[config.mk]
export PLATFORM = sky130hd
export DESIGN_NAME = poc_calib_top
export DESIGN_NICKNAME = d
export VERILOG_FILES = /design/src/rtl/poc_pkg.sv /design/src/rtl/poc_target_mask.sv /design/src/rtl/poc_window_avg.sv /design/src/rtl/poc_calib_top.sv
export SDC_FILE = /design/constraint.sdc
export NUM_CORES = 1
export LEC_CHECK = 0
export ABC_AREA = 1
export ABC_CLOCK_PERIOD_IN_PS = 7100
export BUFFER_PORTS_ARGS = -buffer_cell sky130_fd_sc_hd__buf_2
export CORE_ASPECT_RATIO = 2
export CORE_MARGIN = 3
export CORE_UTILIZATION = 60
export DETAILED_ROUTE_END_ITERATION = 8
export GPL_ROUTABILITY_DRIVEN = 0
export PLACE_DENSITY_LB_ADDON = 0.05
export SYNTH_ARGS = -nofsm -noshare
export SYNTH_HDL_FRONTEND = slang
export SYNTH_HIERARCHICAL = 1
export SYNTH_SLANG_ARGS = --single-unit
export TNS_END_PERCENT = 50
[constraint.sdc]
create_clock -name ref_clk -period 7.1 [get_ports ref_clk]
set_clock_uncertainty 0.15 [all_clocks]
set_input_delay 1.065 -clock ref_clk [delete_from_list [all_inputs] [get_ports ref_clk]]
set_output_delay 1.065 -clock ref_clk [all_outputs]
set_load 0.01 [all_outputs]
[src/rtl/poc_pkg.sv]
// Contract
// - Config bits 7:5 pick search target; codes 2..7 give 3,7,15,31,63,127.
// - Codes 0 and 1 give targets 0 and 1; field resets to code 2.
// - Compare a ten-bit target of target times four; two low bits ignored.
// - Target acts as mask of ADC bits ignored when testing for zero.
// - Auto adjust bit set and zero reading: decrement offset trim, flag step.
// - With averaging on, result updates only at the end of each window.
// - Config bits 2:0: zero disables averaging, else window of two to the code.
// - Status bit 2 flags an offset step; clears when status is read; resets to zero.
// - Status bit 0 set when calibration ends; host clears by writing one.
// - Interrupt requested while calibration done and its enable are both set.
// - Interrupt enable bit 3 enables calibration interrupt; resets to zero.
// - Kickoff bit starts calibration; result goes to trim in the same cycle the done flag sets.
package poc_pkg;
  // ---------------------------------------------------------------
  // Register map
  // ---------------------------------------------------------------
  localparam logic [7:0] OFFSET_TRIM_ADDR = 8'hc0;
  localparam logic [7:0] KICKOFF_ADDR = 8'hd7;
  localparam logic [7:0] CONFIG_ADDR = 8'hd9;
  localparam logic [7:0] STATUS_ADDR = 8'hdc;
  localparam logic [7:0] INT_ENABLE_ADDR = 8'hdd;
  localparam logic [7:0] RESULT_LO_ADDR = 8'h9c;
  localparam logic [7:0] RESULT_HI_ADDR = 8'h9d;
  localparam logic [6:0] DEVICE_ADDR = 7'h29;
  // ---------------------------------------------------------------
  // Field positions
  // ---------------------------------------------------------------
  localparam int TARGET_LSB = 5;
  localparam int AUTO_ADJ_BIT = 3;
  localparam int AVG_LSB = 0;
  localparam int STEPPED_BIT = 2;
  localparam int DONE_BIT = 0;
  localparam int CIEN_BIT = 3;
  localparam int KICK_BIT = 0;
  // ---------------------------------------------------------------
  // Reset values and masks
  // ---------------------------------------------------------------
  localparam logic [7:0] CONFIG_RESET = 8'h50;
  localparam logic [2:0] TARGET_RESET_CODE = 3'h2;
  localparam logic [7:0] INT_ENABLE_RESET = 8'h00;
  localparam logic [7:0] INT_ENABLE_MASK = 8'h6c;
  localparam logic [7:0] KICKOFF_RESET = 8'h00;
  localparam logic [7:0] KICKOFF_MASK = 8'h21;
  localparam logic [7:0] TRIM_RESET = 8'h00;
  localparam logic [7:0] TRIM_FIRST_TRIAL = 8'h80;

  typedef enum logic [2:0] {
    BUS_IDLE = 3'b000,
    BUS_ADDR = 3'b001,
    BUS_PTR = 3'b010,
    BUS_WRITE = 3'b011,
    BUS_READ = 3'b100
  } poc_bus_st_t;

  typedef enum logic [1:0] {
    CAL_IDLE = 2'b00,
    CAL_MEASURE = 2'b01,
    CAL_WAIT = 2'b10
  } poc_cal_st_t;
endpackage

[src/rtl/poc_target_mask.sv]
`timescale 1ns/1ps
module poc_target_mask (
  input wire logic [2:0] code,
  input wire logic [9:0] sample,
  output logic [6:0] target,
  output logic is_zero
);
  import poc_pkg::*;

  genvar i;
  generate
    for (i = 0; i < 7; i++) begin : g_bit
      // Codes 0 and 1 pass straight through, higher codes form a run of ones
      assign target[i] = (code >= 3'h2) ? (3'(i) < code) : ((i == 0) && code[0]);
    end
  endgenerate

  // Two low bits are always ignored, so the target acts at four times its value
  wire logic [9:0] keep_mask = ~{1'b0, target, 2'b11};
  assign is_zero = (sample & keep_mask) == 10'h000;
endmodule // poc_target_mask

[src/rtl/poc_window_avg.sv]
`timescale 1ns/1ps
module poc_window_avg (
  input wire logic ref_clk,
  input wire logic nrst,
  input wire logic ce,
  input wire logic [2:0] avg_code,
  input wire logic sample_valid,
  input wire logic [9:0] sample,
  output logic result_valid,
  output logic [9:0] result
);
  import poc_pkg::*;

  logic [16:0] acc_reg;
  logic [7:0] count_reg;

  wire logic [16:0] acc_sum = acc_reg + 17'(sample);
  wire logic [7:0] window = 8'h01 << avg_code;
  wire logic [7:0] count_inc = count_reg + 8'h01;
  // Greater-or-equal closes a window early if the code shrinks mid-window
  wire logic window_end = sample_valid && (avg_code == 3'h0 || count_inc >= window);
  wire logic [16:0] acc_mean = acc_sum >> avg_code;

  always_ff @(posedge ref_clk or negedge nrst) begin
    if (!nrst) begin
      acc_reg <= 17'h00000;
      count_reg <= 8'h00;
      result_valid <= 1'b0;
      result <= 10'h000;
    end else if (ce) begin
      result_valid <= window_end;
      if (window_end) begin
        acc_reg <= 17'h00000;
        count_reg <= 8'h00;
        result <= acc_mean[9:0];
      end else if (sample_valid) begin
        acc_reg <= acc_sum;
        count_reg <= count_inc;
      end
    end
  end

  a_avg_bypass: assert property (@(posedge ref_clk) disable iff (!nrst || !ce)
    (ce && sample_valid && avg_code == 3'h0) |=> (result_valid && result == $past(sample)))
    else $error("bypass did not pass the sample through");
  a_avg_hold: assert property (@(posedge ref_clk) disable iff (!nrst || !ce)
    (ce && avg_code != 3'h0 && count_inc < window) |=> !result_valid)
    else $error("result updated before window end");
endmodule // poc_window_avg

[src/rtl/poc_calib_top.sv]
`timescale 1ns/1ps
module poc_calib_top (
  input wire logic ref_clk,
  input wire logic nrst,
  input wire logic ce,
  input wire logic scl_in,
  input wire logic sda_in,
  output logic sda_out,
  output logic sda_oe_n,
  output logic int_out,
  output logic int_oe_n,
  input wire logic meas_valid,
  input wire logic [9:0] meas_data,
  output logic meas_req,
  output logic [9:0] result_value,
  output logic [7:0] offset_trim
);
  import poc_pkg::*;

  // ---------------------------------------------------------------
  // Pin synchronisers and filters
  // ---------------------------------------------------------------
  logic [2:0] scl_sync_reg;
  logic [2:0] sda_sync_reg;
  logic scl_reg;
  logic sda_reg;
  logic scl_prev_reg;
  logic sda_prev_reg;

  always_ff @(posedge ref_clk or negedge nrst) begin
    if (!nrst) begin
      scl_sync_reg <= 3'h7;
      sda_sync_reg <= 3'h7;
      scl_reg <= 1'b1;
      sda_reg <= 1'b1;
      scl_prev_reg <= 1'b1;
      sda_prev_reg <= 1'b1;
    end else if (ce) begin
      scl_sync_reg <= {scl_sync_reg[1:0], scl_in};
      sda_sync_reg <= {sda_sync_reg[1:0], sda_in};
      // A level counts only once the second and third stages agree
      if (scl_sync_reg[1] == scl_sync_reg[2]) begin
        scl_reg <= scl_sync_reg[2];
      end
      if (sda_sync_reg[1] == sda_sync_reg[2]) begin
        sda_reg <= sda_sync_reg[2];
      end
      scl_prev_reg <= scl_reg;
      sda_prev_reg <= sda_reg;
    end
  end

  // ---------------------------------------------------------------
  // Serial slave
  // ---------------------------------------------------------------
  poc_bus_st_t bus_st_reg;
  poc_bus_st_t bus_st_next;
  logic [3:0] bit_cnt_reg;
  logic [3:0] bit_cnt_next;
  logic [7:0] shift_reg;
  logic [7:0] shift_next;
  logic [7:0] ptr_reg;
  logic [7:0] ptr_next;
  logic [7:0] tx_reg;
  logic [7:0] tx_next;
  logic sda_oe_n_reg;
  logic sda_oe_n_next;
  logic nack_reg;
  logic nack_next;
  logic [7:0] read_data;

  wire logic scl_rise = scl_reg && !scl_prev_reg;
  wire logic scl_fall = !scl_reg && scl_prev_reg;
  wire logic bus_start = scl_reg && scl_prev_reg && sda_prev_reg && !sda_reg;
  wire logic bus_stop = scl_reg && scl_prev_reg && !sda_prev_reg && sda_reg;
  wire logic byte_done = scl_fall && bit_cnt_reg == 4'h8;
  wire logic ack_end = scl_fall && bit_cnt_reg == 4'h9;
  wire logic addr_hit = shift_reg[7:1] == DEVICE_ADDR;
  wire logic host_wr = byte_done && bus_st_reg == BUS_WRITE;
  wire logic read_next = ack_end && bus_st_reg == BUS_READ && !nack_reg;

  always_comb begin
    bus_st_next = bus_st_reg;
    bit_cnt_next = bit_cnt_reg;
    shift_next = shift_reg;
    ptr_next = ptr_reg;
    tx_next = tx_reg;
    sda_oe_n_next = sda_oe_n_reg;
    nack_next = nack_reg;
    if (bus_start) begin
      bus_st_next = BUS_ADDR;
      bit_cnt_next = 4'h0;
      sda_oe_n_next = 1'b1;
    end else if (bus_stop) begin
      bus_st_next = BUS_IDLE;
      sda_oe_n_next = 1'b1;
    end else if (bus_st_reg != BUS_IDLE) begin
      if (scl_rise && bit_cnt_reg < 4'h8) begin
        shift_next = {shift_reg[6:0], sda_reg};
        bit_cnt_next = bit_cnt_reg + 4'h1;
      end else if (scl_rise) begin
        bit_cnt_next = 4'h9;
        nack_next = (bus_st_reg == BUS_READ) && sda_reg;
      end else if (byte_done) begin
        sda_oe_n_next = 1'b0;
        case (bus_st_reg)
          BUS_ADDR: begin
            if (!addr_hit) begin
              bus_st_next = BUS_IDLE;
              sda_oe_n_next = 1'b1;
            end else if (shift_reg[0]) begin
              bus_st_next = BUS_READ;
            end else begin
              bus_st_next = BUS_PTR;
            end
          end
          BUS_PTR: begin
            ptr_next = shift_reg;
            bus_st_next = BUS_WRITE;
          end
          BUS_WRITE: ptr_next = ptr_reg + 8'h01;
          default: sda_oe_n_next = 1'b1;
        endcase
      end else if (ack_end) begin
        bit_cnt_next = 4'h0;
        sda_oe_n_next = 1'b1;
        if (bus_st_reg == BUS_READ) begin
          if (nack_reg) begin
            bus_st_next = BUS_IDLE;
          end else begin
            tx_next = read_data;
            sda_oe_n_next = read_data[7];
            ptr_next = ptr_reg + 8'h01;
          end
        end
      end else if (scl_fall && bus_st_reg == BUS_READ && bit_cnt_reg != 4'h0) begin
        tx_next = {tx_reg[6:0], 1'b0};
        sda_oe_n_next = tx_reg[6];
      end
    end
  end

  always_ff @(posedge ref_clk or negedge nrst) begin
    if (!nrst) begin
      bus_st_reg <= BUS_IDLE;
      bit_cnt_reg <= 4'h0;
      shift_reg <= 8'h00;
      ptr_reg <= 8'h00;
      tx_reg <= 8'h00;
      sda_oe_n_reg <= 1'b1;
      nack_reg <= 1'b0;
    end else if (ce) begin
      bus_st_reg <= bus_st_next;
      bit_cnt_reg <= bit_cnt_next;
      shift_reg <= shift_next;
      ptr_reg <= ptr_next;
      tx_reg <= tx_next;
      sda_oe_n_reg <= sda_oe_n_next;
      nack_reg <= nack_next;
    end
  end

  // ---------------------------------------------------------------
  // Register file
  // ---------------------------------------------------------------
  logic [7:0] trim_reg;
  logic [7:0] kickoff_reg;
  logic [7:0] config_reg;
  logic [7:0] int_enable_reg;
  logic done_reg;
  logic stepped_reg;
  logic [9:0] result_reg;
  logic int_oe_n_reg;
  logic int_out_reg;
  logic meas_req_reg;

  wire logic wr_trim = host_wr && ptr_reg == OFFSET_TRIM_ADDR;
  wire logic wr_kick = host_wr && ptr_reg == KICKOFF_ADDR;
  wire logic wr_cfg = host_wr && ptr_reg == CONFIG_ADDR;
  wire logic wr_status = host_wr && ptr_reg == STATUS_ADDR;
  wire logic wr_inten = host_wr && ptr_reg == INT_ENABLE_ADDR;
  wire logic rd_status = read_next && ptr_reg == STATUS_ADDR;

  // Only the two flags exist; every other status bit is wired to zero
  wire logic [7:0] status_byte = (8'(done_reg) << DONE_BIT) |
    (8'(stepped_reg) << STEPPED_BIT);

  assign read_data =
    (ptr_reg == OFFSET_TRIM_ADDR) ? trim_reg :
    (ptr_reg == KICKOFF_ADDR) ? kickoff_reg :
    (ptr_reg == CONFIG_ADDR) ? config_reg :
    (ptr_reg == STATUS_ADDR) ? status_byte :
    (ptr_reg == INT_ENABLE_ADDR) ? int_enable_reg :
    (ptr_reg == RESULT_LO_ADDR) ? result_reg[7:0] :
    (ptr_reg == RESULT_HI_ADDR) ? {6'h00, result_reg[9:8]} : 8'h00;

  // ---------------------------------------------------------------
  // Zero detection and averaging
  // ---------------------------------------------------------------
  logic [6:0] cal_target;
  logic meas_zero;
  logic avg_valid;
  logic [9:0] avg_result;
  wire logic [2:0] target_code = config_reg[TARGET_LSB +: 3];
  wire logic [2:0] avg_code = config_reg[AVG_LSB +: 3];

  poc_target_mask u_target (
    .code(target_code),
    .sample(meas_data),
    .target(cal_target),
    .is_zero(meas_zero)
  );

  // ---------------------------------------------------------------
  // Offset calibration by binary search
  // ---------------------------------------------------------------
  poc_cal_st_t cal_st_reg;
  poc_cal_st_t cal_st_next;
  logic [2:0] cal_bit_reg;
  logic [2:0] cal_bit_next;

  wire logic kick_on = kickoff_reg[KICK_BIT];
  wire logic cal_idle = cal_st_reg == CAL_IDLE;
  wire logic cal_start = cal_idle && kick_on;
  wire logic [7:0] cal_onehot = 8'h01 << cal_bit_reg;
  // A zero reading means the trial offset overshot, so the bit is dropped
  wire logic [7:0] cal_kept = meas_zero ? (trim_reg & ~cal_onehot) : trim_reg;
  wire logic cal_sample = cal_st_reg == CAL_WAIT && meas_valid && kick_on;
  wire logic cal_finish = cal_sample && cal_bit_reg == 3'h0;
  wire logic [7:0] cal_trial = cal_finish ? cal_kept : (cal_kept | (cal_onehot >> 1));

  always_comb begin
    cal_st_next = cal_st_reg;
    cal_bit_next = cal_bit_reg;
    case (cal_st_reg)
      CAL_IDLE: begin
        if (kick_on) begin
          cal_st_next = CAL_MEASURE;
          cal_bit_next = 3'h7;
        end
      end
      CAL_MEASURE: cal_st_next = kick_on ? CAL_WAIT : CAL_IDLE;
      CAL_WAIT: begin
        if (!kick_on || cal_finish) begin
          cal_st_next = CAL_IDLE;
        end else if (meas_valid) begin
          cal_st_next = CAL_MEASURE;
          cal_bit_next = cal_bit_reg - 3'h1;
        end
      end
      default: cal_st_next = CAL_IDLE;
    endcase
  end

  // Auto adjust stays out of the way while a calibration owns the trim
  wire logic auto_on = config_reg[AUTO_ADJ_BIT];
  wire logic auto_step = auto_on && meas_valid && meas_zero && cal_idle && !kick_on &&
    trim_reg != 8'h00 && !wr_trim;

  wire logic [7:0] trim_next = wr_trim ? shift_reg :
    cal_start ? TRIM_FIRST_TRIAL :
    cal_sample ? cal_trial :
    auto_step ? trim_reg - 8'h01 : trim_reg;
  wire logic [7:0] kick_next = wr_kick ? (shift_reg & KICKOFF_MASK) :
    cal_finish ? (kickoff_reg & ~KICKOFF_MASK) : kickoff_reg;
  // Hardware sets beat software clears arriving in the same cycle
  wire logic done_next = cal_finish ||
    (done_reg && !(wr_status && shift_reg[DONE_BIT]));
  wire logic stepped_next = auto_step || (stepped_reg && !rd_status);
  wire logic irq_cause = done_reg && int_enable_reg[CIEN_BIT];

  poc_window_avg u_avg (
    .ref_clk(ref_clk),
    .nrst(nrst),
    .ce(ce),
    .avg_code(avg_code),
    .sample_valid(meas_valid && cal_idle && !kick_on),
    .sample(meas_data),
    .result_valid(avg_valid),
    .result(avg_result)
  );

  always_ff @(posedge ref_clk or negedge nrst) begin
    if (!nrst) begin
      cal_st_reg <= CAL_IDLE;
      cal_bit_reg <= 3'h7;
      meas_req_reg <= 1'b0;
      trim_reg <= TRIM_RESET;
      kickoff_reg <= KICKOFF_RESET;
    end else if (ce) begin
      cal_st_reg <= cal_st_next;
      cal_bit_reg <= cal_bit_next;
      meas_req_reg <= cal_st_reg == CAL_MEASURE && kick_on;
      trim_reg <= trim_next;
      kickoff_reg <= kick_next;
    end
  end

  always_ff @(posedge ref_clk or negedge nrst) begin
    if (!nrst) begin
      config_reg <= CONFIG_RESET;
      int_enable_reg <= INT_ENABLE_RESET;
      done_reg <= 1'b0;
      stepped_reg <= 1'b0;
      result_reg <= 10'h000;
      int_oe_n_reg <= 1'b1;
      int_out_reg <= 1'b0;
    end else if (ce) begin
      if (wr_cfg) begin
        config_reg <= shift_reg;
      end
      if (wr_inten) begin
        int_enable_reg <= shift_reg & INT_ENABLE_MASK;
      end
      done_reg <= done_next;
      stepped_reg <= stepped_next;
      if (avg_valid) begin
        result_reg <= avg_result;
      end
      int_oe_n_reg <= !irq_cause;
      int_out_reg <= 1'b0;
    end
  end

  assign sda_out = 1'b0;
  assign sda_oe_n = sda_oe_n_reg;
  assign int_out = int_out_reg;
  assign int_oe_n = int_oe_n_reg;
  assign meas_req = meas_req_reg;
  assign result_value = result_reg;
  assign offset_trim = trim_reg;

  // ---------------------------------------------------------------
  // Checks
  // ---------------------------------------------------------------
  a_target_high: assert property (@(posedge ref_clk) disable iff (!nrst)
    (target_code == 3'h6) |-> (cal_target == 7'd63))
    else $error("code 6 did not select target 63");
  a_target_low: assert property (@(posedge ref_clk) disable iff (!nrst)
    (target_code < 3'h2) |-> (cal_target == {4'h0, target_code}))
    else $error("low target code not passed through");
  a_target_reset: assert property (@(posedge ref_clk)
    $rose(nrst) |-> (target_code == TARGET_RESET_CODE && !int_enable_reg[CIEN_BIT]))
    else $error("target code or interrupt enable reset wrong");
  a_zero_mask: assert property (@(posedge ref_clk) disable iff (!nrst)
    (meas_data[9:2] <= {1'b0, cal_target}) |-> meas_zero)
    else $error("value inside the mask not seen as zero");
  a_zero_above: assert property (@(posedge ref_clk) disable iff (!nrst)
    (meas_data[9:2] > {1'b0, cal_target}) |-> !meas_zero)
    else $error("value above scaled target seen as zero");
  a_auto_step: assert property (@(posedge ref_clk) disable iff (!nrst || !ce)
    (ce && auto_step) |=> (trim_reg == $past(trim_reg) - 8'h01 && stepped_reg))
    else $error("auto adjust did not step the trim");
  a_step_clear: assert property (@(posedge ref_clk) disable iff (!nrst || !ce)
    (ce && rd_status && !auto_step) |=> !stepped_reg)
    else $error("step flag survived a status read");
  a_done_clear: assert property (@(posedge ref_clk) disable iff (!nrst || !ce)
    (ce && wr_status && shift_reg[DONE_BIT] && !cal_finish) |=> !done_reg)
    else $error("write one did not clear done");
  a_cal_finish: assert property (@(posedge ref_clk) disable iff (!nrst || !ce)
    (ce && cal_finish && !wr_kick) |=> (done_reg && !kick_on && cal_idle))
    else $error("calibration end did not set done");
  a_irq_follow: assert property (@(posedge ref_clk) disable iff (!nrst || !ce)
    ce |=> (int_oe_n_reg == !$past(irq_cause)))
    else $error("interrupt pin does not follow done and enable");
  a_status_rsvd: assert property (@(posedge ref_clk) disable iff (!nrst)
    (status_byte[7:3] == 5'h00 && status_byte[1] == 1'b0))
    else $error("reserved status bit not zero");
endmodule // poc_calib_top

; ---- Yosys cells after proc, flatten, opt, wreduce, memory -nomap -nowiden
; Cells that the tools add are included.
[classes]
bitwise_logic = 11
n_addsub = 6
shifts = 3
eq_ne = 31
order_cmp = 10
reduce_logical = 95
mux = 75
[ops]
columns = operator, count
row1 = 2-to-1 mux 8 bit, 19
row2 = equality test 8 bit (second input constant), 7
row3 = 2-to-1 mux 3 bit, 14
row4 = logical AND 1 bit, 40
row5 = 2-to-1 mux 17 bit, 2
row6 = 2-to-1 mux 4 bit, 7
row7 = 2-to-1 mux 7 bit, 4
row8 = nonzero test 4 bit, 6
row9 = AND reduction 10 bit, 2
row10 = AND reduction 2 bit, 10
row11 = AND reduction 5 bit, 4
row12 = 2-to-1 mux 1 bit, 18
row13 = adder 17 x 10 -> 17 bit, 1
row14 = >> shifter 17 x 3 -> 10 bit, 1
row15 = adder 8 x 1 -> 8 bit (second input constant), 2
row16 = case mux 8 bit (2 select lines), 1
row17 = left shift 1 x 3 -> 8 bit (first input constant), 2
row18 = nonzero test 2 bit, 7
row19 = case mux 3 bit (2 select lines), 2
row20 = AND 10 bit, 1
row21 = logical NOT 1 bit, 10
row22 = logical NOT 10 bit, 1
row23 = 2-to-1 mux 2 bit, 5
row24 = inequality test 2 bit (second input constant), 5
row25 = 42 further kinds, 60
[word_totals]
inputBits = 16
reg_bits = 125
wordCells = 260

; ---- Logic depth before layout (Yosys ltp)
[logic_depth]
depth_word = 17
mapped_depth = 16

; ---- Cells and area by module
; The synthesis kept the hierarchy.
[by_module_without_submodules]
columns = module, seq_area_each_um2, n_inst, cells_per_inst, area_per_inst_um2
row1 = poc_calib_top, 2098.3, 1, 670, 4947.2
row2 = poc_window_avg, 900.9, 1, 483, 3111.7
row3 = poc_target_mask, 0.0, 1, 27, 116.4

; ---- Worst setup path after synthesis
; OpenSTA, ideal clock, no wires.
[synth_path]
kind = input -> register
startpoint = input port meas_data[0]
endpoint = register u_avg.result[6]
required_time_ns = 6.833
path_stages = 14
setup_slack_ns = 4.219
n_path_buf = 0
arrival_time_ns = 2.615
path_cell_list = ha_1 fa_1 nand3_1 nand3_1 nand2_1 nand3b_1 nand2_1 inv_1 nand2_1 nand3_1 nand3_1 nand2_1 nor2_1 nor2_1
[synth_between]
elab_chain_cells = 2
[synth_rtl]
columns = element, line
row1 = start: declaration, poc_calib_top.sv:13  ; input wire logic [9:0] meas_data,
row2 = adder 17 x 10 -> 17 bit, poc_window_avg.sv:17  ; wire logic [16:0] acc_sum = acc_reg + 17'(sample);
row3 = >> shifter 17 x 3 -> 10 bit, poc_window_avg.sv:22  ; wire logic [16:0] acc_mean = acc_sum >> avg_code;
row4 = end signal: assignment, poc_window_avg.sv:35  ; result <= acc_mean[9:0];
row5 = end: declaration, poc_window_avg.sv:10  ; output logic [9:0] result
; Every way passes these cells.
; A chain may end at the register's enable or synchronous reset.

; ---- Worst setup path after layout
[layout_path]
startpoint = register u_avg.count_reg[2]
endpoint = register u_avg.count_reg[7]
[layout_between]
elab_chain_cells = 6
elab_cells_between_ends = 8
[layout_rtl]
columns = element, line
row1 = start: declaration, poc_window_avg.sv:15  ; logic [7:0] count_reg;
row2 = start signal: assignment, poc_window_avg.sv:38  ; count_reg <= count_inc;
row3 = adder 8 x 1 -> 8 bit (*), poc_window_avg.sv:19  ; wire logic [7:0] count_inc = count_reg + 8'h01;
row4 = >= comparator 8 bit, poc_window_avg.sv:21  ; wire logic window_end = sample_valid && (avg_code == 3'h0 || count_inc >= window);
row5 = logical OR 1 bit, poc_window_avg.sv:21
row6 = logical AND 1 bit, poc_window_avg.sv:21
row7 = nonzero test 2 bit (no source line), n/a
row8 = AND reduction 2 bit (no source line), n/a
; Every way passes the cells marked *; elsewhere a longest branch is shown, timed or not. The select of a mux whose other input is x is not followed.

==> metrics <==
worst r2r src u_avg/count_reg[2]; area growth from synthesis to final layout 10.6%; cell area power density 326 nW/um^2; later-pin clock latency in the skew report 0.42 ns; class of the tightest hold or removal check register to register; Finished Core Util 0.686; clock buffer count from CTS 17; ratio of cells with drive above 1 in the final layout 0.119; Post-CTS Repair Setup Buffers 0; number of global-route vias before repair 8159; endpoint arrival time on the critical path 3.62 ns; Avg Inst Size Synth 6.95 um^2; Setup Total Neg Slack 0 ns; length in cells of the worst reg-to-reg path 13; clk slew on worst S/H paths 0.06 ns; worst reg2reg setup slack 3.68 ns; gr ovfl total 0; register cell area after layout 3000 um^2; leakage power of the design 4.51 nW; count of mapped cells out of synthesis 1173; RSZ-0062 raised after global routing no; power spent charging and discharging nets 0.00117 W; via-per-instance ratio 5.94; starting utilization of the core area 0.620; antenna violations before repair 0; routed wirelength normalized by instance count 18.1 um; Endpoint, Worst Hold sda_sync_reg[2]; drt first pass iters 5; DP HPWL 18600 um; worst-case hold slack 0.327 ns; Root Buffer sky130_fd_sc_hd__clkbuf_16; Tcrit/Tclk final 0.481; Synth Warn # 6; Setup-failing EPs final 0; worst flop-to-flop path endpoint u_avg/count_reg[7]; category of the worst setup path launch point register; maximum operating frequency 0.293 GHz; horizontal die dimension 88.4 um; max-capacitance violation count 0; Final Hold Vio Count 0; Clock Power Share 0.323; final antenna-violating net count 0; depth of the worst hold-timing path 2; total die area 15100 um^2; Die H 171 um; Max rail drop VDD 0.205 mV; status completed; pin count of the biggest net entering global routing 70; area of the mapped netlist 8150 um^2; area of the core 13100 um^2; num ports 39; cell row count 59; violation count after the first detailed-route iteration 519; max FFs per register 17; number of filler instances in the final layout 1186; CTS Sinks 119; category of the most critical setup path register to register; Max transition margin 0.343; portion of total power attributed to sequential cells 0.324; diode insertion count for antenna repair 0; count of input and output buffers 36; total area of multi-input combinational cells 4440 um^2; startpoint of the tightest hold check path sda_sync_reg[2]; Int Power 0.00176 W; global-route usage over all layers 0.344; Critical Path End Type register; final net count 1251; routed via count 8124; H-tree depth reported by CTS 4; Remaining DRCs 0; Final Slew Violations 0; clock buffer depth 2; hold buffers post-CTS 0; clock tree from TritonCTS built; part of the total power dissipated in combinational logic 0.353; fraction of power spent switching nets 0.399; wire length of the first global-routing pass 39300 um; Slew @ Worst Pin 0.982 ns; Worst Path Max Fanout 25; Req. time, crit path 7.30 ns; overall routed net length 24800 um; number of gates resized after CTS 0; min cycle time layout 3.42 ns
## layout by cell type (no fill, tap or decap), types with 11 or more instances in the layout
cell	n
sky130_fd_sc_hd__a21oi_1	22
sky130_fd_sc_hd__nor2_1	90
sky130_fd_sc_hd__o21ai_0	99
sky130_fd_sc_hd__inv_1	132
sky130_fd_sc_hd__dfrtp_1	102
sky130_fd_sc_hd__xor2_1	12
sky130_fd_sc_hd__buf_2	35
sky130_fd_sc_hd__nand3_1	140
sky130_fd_sc_hd__ha_1	32
sky130_fd_sc_hd__clkbuf_16	17
sky130_fd_sc_hd__nand2_2	11
sky130_fd_sc_hd__nand4_1	28
sky130_fd_sc_hd__dfstp_2	17
sky130_fd_sc_hd__o21ai_1	12
sky130_fd_sc_hd__nand2_1	358
sky130_fd_sc_hd__nor3_1	14
## layout make-up
| class | count | share of cell area |
|---|---|---|
| clock buffer | 17 | 0.0472 |
| clock inverter | 15 | 0.0239 |
| inverter | 141 | 0.0589 |
| multi-input combinational | 883 | 0.492 |
| sequential | 119 | 0.333 |
| tap | 152 | 0.0211 |
| timing repair buffer | 40 | 0.0236 |
## worst max-delay path: stages (launching register included)
cell	delay (ns)
sky130_fd_sc_hd__dfrtp_1	0.38
sky130_fd_sc_hd__inv_1	0.07
sky130_fd_sc_hd__nor3_2	0.21
sky130_fd_sc_hd__nand3_1	0.16
sky130_fd_sc_hd__xor2_1	0.21
sky130_fd_sc_hd__inv_1	0.08
sky130_fd_sc_hd__ha_1	0.31
sky130_fd_sc_hd__a21oi_1	0.18
sky130_fd_sc_hd__nor2_1	0.07
sky130_fd_sc_hd__a211oi_1	0.20
sky130_fd_sc_hd__nand4_1	0.19
sky130_fd_sc_hd__nand2_1	0.76
sky130_fd_sc_hd__nand3_1	0.25
sky130_fd_sc_hd__nand2_1	0.11
## power groups by stage
stage / Sequential, W / Clock (W) / Combinational, W
2_1_floorplan: 0.000927 / 0 / 0.000721
3_3_place_gp: 0.000955 / 0 / 0.000987
3_5_place_dp: 0.000956 / 0 / 0.00100
4_1_cts: 0.000949 / 0.000953 / 0.00101
5_1_grt: 0.000962 / 0.000986 / 0.00116
6_report: 0.000952 / 0.000947 / 0.00104
## per-layer routing
| metal | GRT usage | wire, um |
|---|---|---|
| met1 | 0.305 | 8050 |
| met2 | 0.634 | 13300 |
| met3 | 0.0554 | 963 |
| met4 | 0.299 | 2480 |
| met5 | 0 | 0 |
## per-stage QoR
stage               total power (W)  area (um^2)  cells  setup slack, ns
floorplan                   0.00165         8150   1174             4.22
global placement            0.00194         8370   1335             3.76
detailed placement          0.00196         8370   1335             3.75
CTS                         0.00291         9010   1367             3.76
global route                0.00310         9010   1367             3.40
finish                      0.00293         9010   1367             3.68
## worst max path at each step
stage | from | cells after the start | end | slack, ns
CTS | u_avg/count_reg[2] | 13 | u_avg/count_reg[7] | 3.76
finish | u_avg/count_reg[2] | 13 | u_avg/count_reg[7] | 3.68
global route | u_avg/count_reg[2] | 13 | u_avg/acc_reg[14] | 3.40
global placement | meas_data[0] | 15 | u_avg/result[6] | 3.76
detailed placement | meas_data[0] | 15 | u_avg/result[6] | 3.75
floorplan | meas_data[0] | 14 | u_avg/result[6] | 4.22
Note: power is estimated with default switching activity, not from simulation.
